`src/core/rs485_ctrl_pkg.sv`:
```
// shared constants and carriers for the rs-485 / multidrop control block
package rs485_ctrl_pkg;

  // register byte offsets on the apb window
  localparam logic [7:0] EFC_OFFSET    = 8'h00;
  localparam logic [7:0] CTL_OFFSET    = 8'h04;
  localparam logic [7:0] MATCH_OFFSET  = 8'h08;
  localparam logic [7:0] STATUS_OFFSET = 8'h0c;

  // extra_features_control field positions
  localparam int IRDA_MODE_BIT  = 7;
  localparam int DIR_INVERT_BIT = 5;
  localparam int DIR_CTRL_BIT   = 4;
  localparam int TX_OFF_BIT     = 2;
  localparam int RX_OFF_BIT     = 1;
  localparam int MULTIDROP_BIT  = 0;
  localparam logic [7:0] EFC_WRITE_MASK = 8'hb7;
  localparam logic [7:0] EFC_RESET      = 8'h00;

  // control register field positions
  localparam int MODEM_RTS_BIT   = 0;
  localparam int HW_FLOW_BIT     = 1;
  localparam int SPECIAL_EN_BIT  = 2;
  localparam int LINE_IE_BIT     = 3;
  localparam int SOFT_RESET_BIT  = 7;
  localparam logic [7:0] CTL_WRITE_MASK = 8'h0f;
  localparam logic [7:0] CTL_RESET      = 8'h00;
  localparam logic [7:0] MATCH_RESET    = 8'h00;

  // status register field positions
  localparam int ST_RX_ACTIVE_BIT = 0;
  localparam int ST_RTS_BIT       = 1;
  localparam int ST_TX_PEND_BIT   = 2;
  localparam int ST_SPECIAL_BIT   = 3;
  localparam int ST_ADDR_BIT      = 4;

  // infrared pulse format limit, in bit/s
  localparam int SIR_MAX_RATE_BPS = 115200;

  // rts pin idle level after reset (modem bit clear gives high)
  localparam logic RTS_N_RESET = 1'b1;

  // character from the receiver with its ninth bit
  typedef struct packed {
    logic       ninth;
    logic [7:0] data;
  } rx_char_s;

  // entry pushed into the receive fifo
  typedef struct packed {
    logic       parity_err;
    logic [7:0] data;
  } rx_entry_s;

endpackage : rs485_ctrl_pkg

```
`src/core/rs485_dir_ctrl.sv`:
```
// rts pin source selection and automatic rs-485 direction drive
module rs485_dir_ctrl (
  input  wire logic clk,           // core clock
  input  wire logic rst,           // synchronous reset, high
  input  wire logic tx_push,       // host wrote the transmit fifo
  input  wire logic tx_fifo_empty, // transmit fifo holds nothing
  input  wire logic tx_shift_busy, // shift register still sending
  input  wire logic dir_en,        // transmitter owns rts
  input  wire logic invert,        // reverse direction polarity
  input  wire logic modem_rts,     // modem control rts bit
  input  wire logic hw_flow_en,    // hardware flow control on
  input  wire logic flow_rts_n,    // level from flow control logic
  output logic      rts_n_q,       // rts pin level
  output logic      tx_pend_q      // transmit data pending
);

  logic pending;

  // a push counts at once so the driver turns before the first bit
  assign pending = tx_push | ~tx_fifo_empty | tx_shift_busy;

  // pending flag kept for status readback
  always_ff @(posedge clk) begin
    if (rst) begin
      tx_pend_q <= 1'b0;
    end else begin
      tx_pend_q <= pending;
    end
  end

  // pin level; direction ownership beats modem bit and flow control
  always_ff @(posedge clk) begin
    if (rst) begin
      rts_n_q <= rs485_ctrl_pkg::RTS_N_RESET;
    // direction overrides all
    end else if (dir_en) begin
      // low while pending
      // inverted drive high
      rts_n_q <= invert ? pending : ~pending;
    // transmitter off rts
    end else if (hw_flow_en) begin
      rts_n_q <= flow_rts_n;
    end else begin
      rts_n_q <= ~modem_rts;
    end
  end
endmodule : rs485_dir_ctrl

```
`src/core/multidrop_filter.sv`:
```
// per-character store, drop and flag decisions for the receive path
module multidrop_filter (
  input  wire logic                     clk,        // core clock
  input  wire logic                     rst,        // synchronous reset, high
  input  wire logic                     rx_valid,   // character complete
  input  wire rs485_ctrl_pkg::rx_char_s rx_char,    // character and ninth bit
  input  wire logic                     rx_par_err, // core parity check result
  input  wire logic                     multidrop,  // 9-bit mode on
  input  wire logic                     special_en, // special character detect
  input  wire logic                     rx_off,     // receiver off bit
  input  wire logic                     line_ie,    // line status interrupt enable
  input  wire logic [7:0]               match_char, // station address / special char
  input  wire logic                     auto_clear, // software turned receiver off, or soft reset
  output logic                          push_q,     // store into receive fifo
  output rs485_ctrl_pkg::rx_entry_s     entry_q,    // stored entry
  output logic                          line_evt_q, // line status interrupt pulse
  output logic                          special_q,  // special character seen pulse
  output logic                          addr_q,     // address character seen pulse
  output logic                          auto_on_q   // receiver on in auto address mode
);

  logic store;
  logic pe;
  logic hit;
  logic is_addr;

  assign hit     = rx_char.data == match_char;
  assign is_addr = multidrop & rx_char.ninth;

  // decision per character
  always_comb begin
    store = 1'b0;
    pe    = 1'b0;
    if (!multidrop) begin
      store = ~rx_off;
      pe    = rx_par_err;
    end else if (!special_en) begin
      // off drops data
      // address flags again
      store = rx_char.ninth | ~rx_off;
      pe    = rx_char.ninth;
    end else begin
      // drop unmatched
      // matched address stored
      store = rx_char.ninth ? hit : auto_on_q;
      pe    = rx_char.ninth;
    end
  end

  // registered fifo push and flags
  always_ff @(posedge clk) begin
    if (rst) begin
      push_q     <= 1'b0;
      entry_q    <= '0;
      line_evt_q <= 1'b0;
      special_q  <= 1'b0;
      addr_q     <= 1'b0;
    end else begin
      push_q     <= rx_valid & store;
      entry_q    <= '{parity_err: pe, data: rx_char.data};
      // address tells host
      line_evt_q <= rx_valid & store & pe & line_ie;
      addr_q     <= rx_valid & store & is_addr;
      // special match flagged
      special_q  <= rx_valid & ~multidrop & special_en & hit & store;
    end
  end

  // auto address receiver state; a matching address beats a software clear
  always_ff @(posedge clk) begin
    if (rst) begin
      auto_on_q <= 1'b0;
    // match enables receiver
    end else if (rx_valid && multidrop && special_en && rx_char.ninth && hit) begin
      auto_on_q <= 1'b1;
    // mismatch disables receiver
    end else if ((rx_valid && multidrop && special_en && rx_char.ninth) || auto_clear) begin
      auto_on_q <= 1'b0;
    end
  end
endmodule : multidrop_filter

```
`src/core/rs485_multidrop_ctrl.sv`:
```
// extra features control: infrared select, tx/rx gating, rts direction, multidrop receive
// Operation
// bit 7 zero selects 3/16 infrared pulse
// bit 5 sets rts polarity in rs-485
// bit 4 hands rts to transmitter
// bit 2 stops sending, fifo still fills
// bit 1 stops reception, held char flushed
// software avoids receiver off mid-character
// bit 0 enables 9-bit multidrop mode
// direction control overrides modem and flow rts
// rts low on push, high after last bit
// software disables hardware flow before auto rts
// inverted: rts high pending, low after
// ninth bit one marks address, host told
// software disables all flow control for multidrop
// software sets forced-zero parity for host mode
// receiver off: data dropped, address flagged, stored
// software enables receiver on own address
// enabled receiver flags next address again
// auto mode discards data and unmatched addresses
// matched address enables receiver, stored flagged
// later unmatched address disables receiver, dropped
// special character match stored and flagged
// reserved bits 6 and 3 read zero
// register clears to zero on any reset
//
// The APB interface to the registers and the address map were decided locally.
module rs485_multidrop_ctrl (
  input  wire logic                     clk,           // core clock
  input  wire logic                     rst,           // synchronous reset, high
  input  wire logic                     psel,          // apb select
  input  wire logic                     penable,       // apb access phase
  input  wire logic                     pwrite,        // apb direction
  input  wire logic [7:0]               paddr,         // apb byte address
  input  wire logic [31:0]              pwdata,        // apb write data
  output logic      [31:0]              prdata,        // apb read data
  output logic                          pready,        // apb ready
  output logic                          pslverr,       // apb error, unmapped address
  input  wire logic                     tx_push,       // host wrote the transmit fifo
  input  wire logic                     tx_fifo_empty, // transmit fifo empty
  input  wire logic                     tx_shift_busy, // shift register sending
  input  wire logic                     flow_rts_n,    // rts level from flow control
  input  wire logic                     rx_valid,      // received character complete
  input  wire rs485_ctrl_pkg::rx_char_s rx_char,       // received character
  input  wire logic                     rx_par_err,    // core parity check result
  output logic                          rts_n,         // rts pin
  output logic                          irda_sir_sel,  // 3/16 pulse infrared format
  output logic                          tx_allow,      // shift register may load
  output logic                          rx_sample_en,  // receiver samples the line
  output logic                          rx_flush,      // move held character to fifo
  output logic                          rx_push,       // receive fifo write
  output rs485_ctrl_pkg::rx_entry_s     rx_entry,      // receive fifo entry
  output logic                          line_evt       // line status interrupt pulse
);

  ////////////////////////////////////////////////////////////////////////////
  // register state

  logic [7:0] efc_q;
  logic [7:0] efc_d;
  logic [7:0] ctl_q;
  logic [7:0] match_q;
  logic       special_flag_q;
  logic       addr_flag_q;
  logic       tx_pend;
  logic       special_evt;
  logic       addr_evt;
  logic       auto_on;
  logic       wr_acc;
  logic       rd_acc;
  logic       soft_rst;
  logic       rx_active;

  // decode used by the error flag only; the read mux decodes with its own case
  function automatic logic mapped(input logic [7:0] a);
    mapped = a == rs485_ctrl_pkg::EFC_OFFSET || a == rs485_ctrl_pkg::CTL_OFFSET ||
             a == rs485_ctrl_pkg::MATCH_OFFSET || a == rs485_ctrl_pkg::STATUS_OFFSET;
  endfunction : mapped

  // one wait state: the answer is computed in the first access cycle
  assign wr_acc   = psel & penable & pready & pwrite;
  assign rd_acc   = psel & penable & ~pready & ~pwrite;
  assign soft_rst = wr_acc & (paddr == rs485_ctrl_pkg::CTL_OFFSET) &
                    pwdata[rs485_ctrl_pkg::SOFT_RESET_BIT];

  // next value of the extra features register
  always_comb begin
    efc_d = efc_q;
    // soft reset clears
    if (soft_rst) begin
      efc_d = rs485_ctrl_pkg::EFC_RESET;
    end else if (wr_acc && paddr == rs485_ctrl_pkg::EFC_OFFSET) begin
      // reserved stay zero
      efc_d = pwdata[7:0] & rs485_ctrl_pkg::EFC_WRITE_MASK;
    end
  end

  ////////////////////////////////////////////////////////////////////////////
  // apb slave

  // ready pulse and error flag
  always_ff @(posedge clk) begin
    if (rst) begin
      pready  <= 1'b0;
      pslverr <= 1'b0;
    end else begin
      pready  <= psel & penable & ~pready;
      pslverr <= psel & penable & ~pready & ~mapped(paddr);
    end
  end

  // read data captured on the same edge that raises ready
  always_ff @(posedge clk) begin
    if (rst) begin
      prdata <= '0;
    end else if (rd_acc) begin
      unique case (paddr)
        rs485_ctrl_pkg::EFC_OFFSET:    prdata <= {24'h000000, efc_q};
        rs485_ctrl_pkg::CTL_OFFSET:    prdata <= {24'h000000, ctl_q};
        rs485_ctrl_pkg::MATCH_OFFSET:  prdata <= {24'h000000, match_q};
        rs485_ctrl_pkg::STATUS_OFFSET: prdata <= {27'h0000000, addr_flag_q, special_flag_q,
                                                  tx_pend, rts_n, rx_active};
        default:                       prdata <= '0;
      endcase
    end
  end

  // extra features register
  always_ff @(posedge clk) begin
    if (rst) begin
      efc_q <= rs485_ctrl_pkg::EFC_RESET;
    end else begin
      efc_q <= efc_d;
    end
  end

  // control and match registers; soft reset leaves match_q alone, and its own write loads ctl_q from the low bits
  always_ff @(posedge clk) begin
    if (rst) begin
      ctl_q   <= rs485_ctrl_pkg::CTL_RESET;
      match_q <= rs485_ctrl_pkg::MATCH_RESET;
    end else if (wr_acc && paddr == rs485_ctrl_pkg::CTL_OFFSET) begin
      ctl_q   <= pwdata[7:0] & rs485_ctrl_pkg::CTL_WRITE_MASK;
    end else if (wr_acc && paddr == rs485_ctrl_pkg::MATCH_OFFSET) begin
      match_q <= pwdata[7:0];
    end
  end

  // sticky flags, write one to clear; a new event wins over the clear
  always_ff @(posedge clk) begin
    if (rst) begin
      special_flag_q <= 1'b0;
      addr_flag_q    <= 1'b0;
    end else begin
      // special flag sticky
      special_flag_q <= special_evt | (special_flag_q & ~(wr_acc &&
                        paddr == rs485_ctrl_pkg::STATUS_OFFSET &&
                        pwdata[rs485_ctrl_pkg::ST_SPECIAL_BIT]));
      addr_flag_q    <= addr_evt | (addr_flag_q & ~(wr_acc &&
                        paddr == rs485_ctrl_pkg::STATUS_OFFSET &&
                        pwdata[rs485_ctrl_pkg::ST_ADDR_BIT]));
    end
  end

  ////////////////////////////////////////////////////////////////////////////
  // transmit and receive gating

  // gate outputs follow the next register value so they never lag it
  always_ff @(posedge clk) begin
    if (rst) begin
      irda_sir_sel <= 1'b1;
      tx_allow     <= 1'b1;
      rx_sample_en <= 1'b1;
      rx_flush     <= 1'b0;
    end else begin
      // zero selects sir
      irda_sir_sel <= ~efc_d[rs485_ctrl_pkg::IRDA_MODE_BIT];
      // no new character loads
      tx_allow     <= ~efc_d[rs485_ctrl_pkg::TX_OFF_BIT];
      // multidrop keeps sampling
      // receiver stops at once
      rx_sample_en <= efc_d[rs485_ctrl_pkg::MULTIDROP_BIT] | ~efc_d[rs485_ctrl_pkg::RX_OFF_BIT];
      // flush held character
      rx_flush     <= efc_d[rs485_ctrl_pkg::RX_OFF_BIT] & ~efc_q[rs485_ctrl_pkg::RX_OFF_BIT] &
                      ~efc_d[rs485_ctrl_pkg::MULTIDROP_BIT];
    end
  end

  // receiver state for status, whichever mode owns it
  assign rx_active = (efc_q[rs485_ctrl_pkg::MULTIDROP_BIT] && ctl_q[rs485_ctrl_pkg::SPECIAL_EN_BIT]) ?
                     auto_on : ~efc_q[rs485_ctrl_pkg::RX_OFF_BIT];

  ////////////////////////////////////////////////////////////////////////////
  // direction control and receive filter

  // polarity and ownership
  rs485_dir_ctrl u_dir (
    .clk           (clk),
    .rst           (rst),
    .tx_push       (tx_push),
    .tx_fifo_empty (tx_fifo_empty),
    .tx_shift_busy (tx_shift_busy),
    .dir_en        (efc_q[rs485_ctrl_pkg::DIR_CTRL_BIT]),
    .invert        (efc_q[rs485_ctrl_pkg::DIR_INVERT_BIT]),
    .modem_rts     (ctl_q[rs485_ctrl_pkg::MODEM_RTS_BIT]),
    .hw_flow_en    (ctl_q[rs485_ctrl_pkg::HW_FLOW_BIT]),
    .flow_rts_n    (flow_rts_n),
    .rts_n_q       (rts_n),
    .tx_pend_q     (tx_pend)
  );

  // a software receiver-off write also ends the auto address session
  multidrop_filter u_filter (
    .clk        (clk),
    .rst        (rst),
    .rx_valid   (rx_valid),
    .rx_char    (rx_char),
    .rx_par_err (rx_par_err),
    .multidrop  (efc_q[rs485_ctrl_pkg::MULTIDROP_BIT]),
    .special_en (ctl_q[rs485_ctrl_pkg::SPECIAL_EN_BIT]),
    .rx_off     (efc_q[rs485_ctrl_pkg::RX_OFF_BIT]),
    .line_ie    (ctl_q[rs485_ctrl_pkg::LINE_IE_BIT]),
    .match_char (match_q),
    .auto_clear (soft_rst | (efc_d[rs485_ctrl_pkg::RX_OFF_BIT] & ~efc_q[rs485_ctrl_pkg::RX_OFF_BIT])),
    .push_q     (rx_push),
    .entry_q    (rx_entry),
    .line_evt_q (line_evt),
    .special_q  (special_evt),
    .addr_q     (addr_evt),
    .auto_on_q  (auto_on)
  );
endmodule : rs485_multidrop_ctrl

```
`config.mk`:
```
export PLATFORM = sky130hd
export DESIGN_NAME = rs485_multidrop_ctrl
export DESIGN_NICKNAME = d
export VERILOG_FILES = /design/src/core/rs485_ctrl_pkg.sv /design/src/core/rs485_dir_ctrl.sv /design/src/core/multidrop_filter.sv /design/src/core/rs485_multidrop_ctrl.sv
export SDC_FILE = /design/constraint.sdc
export NUM_CORES = 1
export LEC_CHECK = 0
export ABC_AREA = 1
export BUFFER_PORTS_ARGS = -buffer_cell sky130_fd_sc_hd__clkbuf_2
export CAP_MARGIN = 20
export CORE_MARGIN = 2
export CORE_UTILIZATION = 37
export CTS_BUF_LIST = sky130_fd_sc_hd__clkbuf_16
export CTS_CLUSTER_DIAMETER = 150
export CTS_CLUSTER_SIZE = 14
export DETAILED_ROUTE_END_ITERATION = 8
export GPL_ROUTABILITY_DRIVEN = 0
export PLACE_DENSITY = 0.66
export SETUP_SLACK_MARGIN = 0.3
export SLEW_MARGIN = 20
export SYNTH_ARGS = -nofsm -noshare
export SYNTH_HDL_FRONTEND = slang
export SYNTH_SLANG_ARGS = --single-unit
export TNS_END_PERCENT = 20
```
`constraint.sdc`:
```
create_clock -name clk -period 2 [get_ports clk]
set_input_delay 0.1 -clock clk [delete_from_list [all_inputs] [get_ports clk]]
set_output_delay 0.1 -clock clk [all_outputs]
set_load 0.01 [all_outputs]
```
==> results.json <==
{
  "status": "completed",
  "hpwl_mm": 4.27,
  "worstHoldStart": "rx_char[5]",
  "post_cts_buffers": 0,
  "critPathRequiredTime_ns": 2.18,
  "synth_area_per_cell_um2": 7.34,
  "p_seq_share_pct": 45.2,
  "cp-start-kind": "register",
  "first_iter_violations": 159,
  "grtUsageTotal_pct": 15.7,
  "cp_max_fo": 4,
  "syn_area_mm2": 0.00239,
  "holdWs_ns": 0.0377,
  "async_flop_share_pct": 0,
  "ctsHoldBuffers": 0,
  "ys_ff_latch": 50,
  "synth.top_cell.area_share_pct": 42.0,
  "netlist_instances": 325,
  "seq_area_frac_synth_pct": 42.0,
  "initial_core_util_pct": 38.0,
  "fin_tns_setup_ns": 0,
  "clock_sinks": 50,
  "fmax_ghz": 0.758,
  "grt_pass1_wl_mm": 8.89,
  "synth_top_area_cell": "dfxtp_1",
  "ant_nets": 0,
  "area_delta_synth_final_pct": 19.9,
  "htreeDepth": 2,
  "die_y_um": 84.3,
  "drive_gt1_share_pct": 27.2,
  "finClkSkew_ns": 0.00327,
  "final_hold_viol_count": 0,
  "yosys-top-cells-area": "dfxtp_1 (42%), nand2_1 (11%), buf_4 (7.6%)",
  "vias": 2149,
  "setup_violations": 0,
  "ioPinCount": 110,
  "setup_ws_ns": 0.681,
  "clockRootBuffer": "clkbuf_16",
  "grt_overflow": 0,
  "p_int_mw": 1.78,
  "yosys.cell_types.count": 29,
  "ir_drop_mv": 0.429,
  "drcViolationCount": 0,
  "p_sw_mw": 0.464,
  "rows": 29,
  "numCtsBuffers": 5,
  "rsz0062_at_grt": "no",
  "r2r-start": "efc_q[1]$_SDFF_PP0_",
  "p_total_mw": 2.24,
  "slew_viol_final": 0,
  "finalCritPeriodShare_pct": 66.0,
  "cts.clk_slew.worst_paths_ns": 0.06,
  "grt_max_degree": 24,
  "portBuffers": 61,
  "leakagePower_nw": 1.38,
  "viasPerCell": 4.61,
  "clock_latency_ns": 0.28,
  "period_minus_slack_ns": 1.32,
  "power.clock.fraction_pct": 47.4,
  "nets": 448,
  "die_area_mm2": 0.00711,
  "cts_buffer_depth": 2,
  "cap_violations": 0,
  "wl_per_cell_um": 11.7,
  "dieWidth_um": 84.3,
  "cts_tree": "done",
  "final_core_util_pct": 45.6,
  "synth_top_flop_cell": "dfxtp_1",
  "grt_pass1_vias": 1930,
  "power_per_cell_area_mw_per_mm2": 783,
  "antenna_cells": 0,
  "routed_wl_mm": 5.47,
  "worstPathArrival_ns": 1.50,
  "critPathKind": "register to register",
  "first_pass_iters": 4,
  "cts-resized-gates": 0,
  "dp_worst_setup_slack_ns": 0.704,
  "yosysMostFrequentCell": "nand2_1",
  "holdCritPathClass": "input pin to register",
  "ys_warn_count": 0,
  "p_comb_share_pct": 7.4,
  "synth_edf_count": 0,
  "n_fill_cell": 639,
  "crit_path_end_kind": "register",
  "antenna_found_initial": 0,
  "p_sw_share_pct": 20.7,
  "coreArea_mm2": 0.00628,
  "startpoint": "efc_q[1]$_SDFF_PP0_",
  "synth_common_cells": "nand2_1 (67), dfxtp_1 (50), inv_1 (34)"
}
## power by group through the flow
stage                     combinational [mW]  clock, mW  sequential (mW)
after floorplan                        0.120          0             1.04
after global placement                 0.165          0             1.04
after detailed placement               0.167          0             1.04
after CTS                              0.168       1.08             1.01
after global routing                   0.187       1.13             1.01
final                                  0.167       1.06             1.01
## area by class of cell
class	count	area [µm²]	area share, %
multi-input combinational	227	1100	38.6
sequential	50	1000	35.0
timing repair buffer	62	313	10.9
inverter	42	158	5.51
clock buffer	5	125	4.37
tap	77	96.3	3.37
clock inverter	3	63.8	2.23
## layer usage
layer / track usage (%) / vias up / part of all wire, %
met3: 5.11 / 12 / 6.6
met4: 4.69 / 0 / 2.1
met1: 20.0 / 959 / 45
li1: - / 1110 / -
met2: 25.5 / 68 / 46
met5: 0 / - / 0
## cells in the final DEF (no fill, tap or decap), types with 4 or more instances in the layout
master     netlist  layout
nand2_4          4       4
nand2_2          5       5
nand3_1         21      21
inv_1           34      34
dfxtp_1         50      50
nand4_1          7       7
nand2_1         67      67
clkbuf_2         0      61
conb_1           1      24
inv_2            8       8
nor2_2           9       9
nor2_1          27      27
o21ai_0         16      16
a21oi_1         25      25
clkbuf_16        0       5
o21ai_1          6       6
## stage by stage
stage | cells | cell area [µm²]
after global placement | 458 | 2670
after detailed placement | 458 | 2670
after global routing | 466 | 2860
after CTS | 466 | 2860
final | 466 | 2860
after floorplan | 348 | 2470
## registers in the layout (all words and copies together), names as in the netlist, 4 cells and up
signal and count:
match_q 8, efc_q 6, ctl_q 4, u_filter.entry_q 9, prdata 8
## path summary, 6_finish.rpt
check        slack, ns  cells past startpoint                             end
max               0.68                      7      u_filter.push_q$_SDFF_PP0_
min               0.04                      3  u_filter.entry_q[5]$_SDFF_PP0_
max reg2reg       0.68                      7      u_filter.push_q$_SDFF_PP0_
min reg2reg       0.45                      2       special_flag_q$_SDFF_PP0_
## worst max-delay path, cell delays in order (launching register included)
cell and delay, ns:
dfxtp_1 0.42, inv_1 0.13, o21ai_0 0.18, nand2_1 0.09
o21ai_0 0.13, nor2_1 0.10, nand3_1 0.12, inv_1 0.05
## kinds of logic after synthesis
logic type             synth area share, %
other                                0.157
buffers and inverters                 15.4
and+or+nand+nor                       30.5
DFF                                   42.0
AOI/OAI and AO/OA                     12.1
Power figures use the tool's default switching activity.
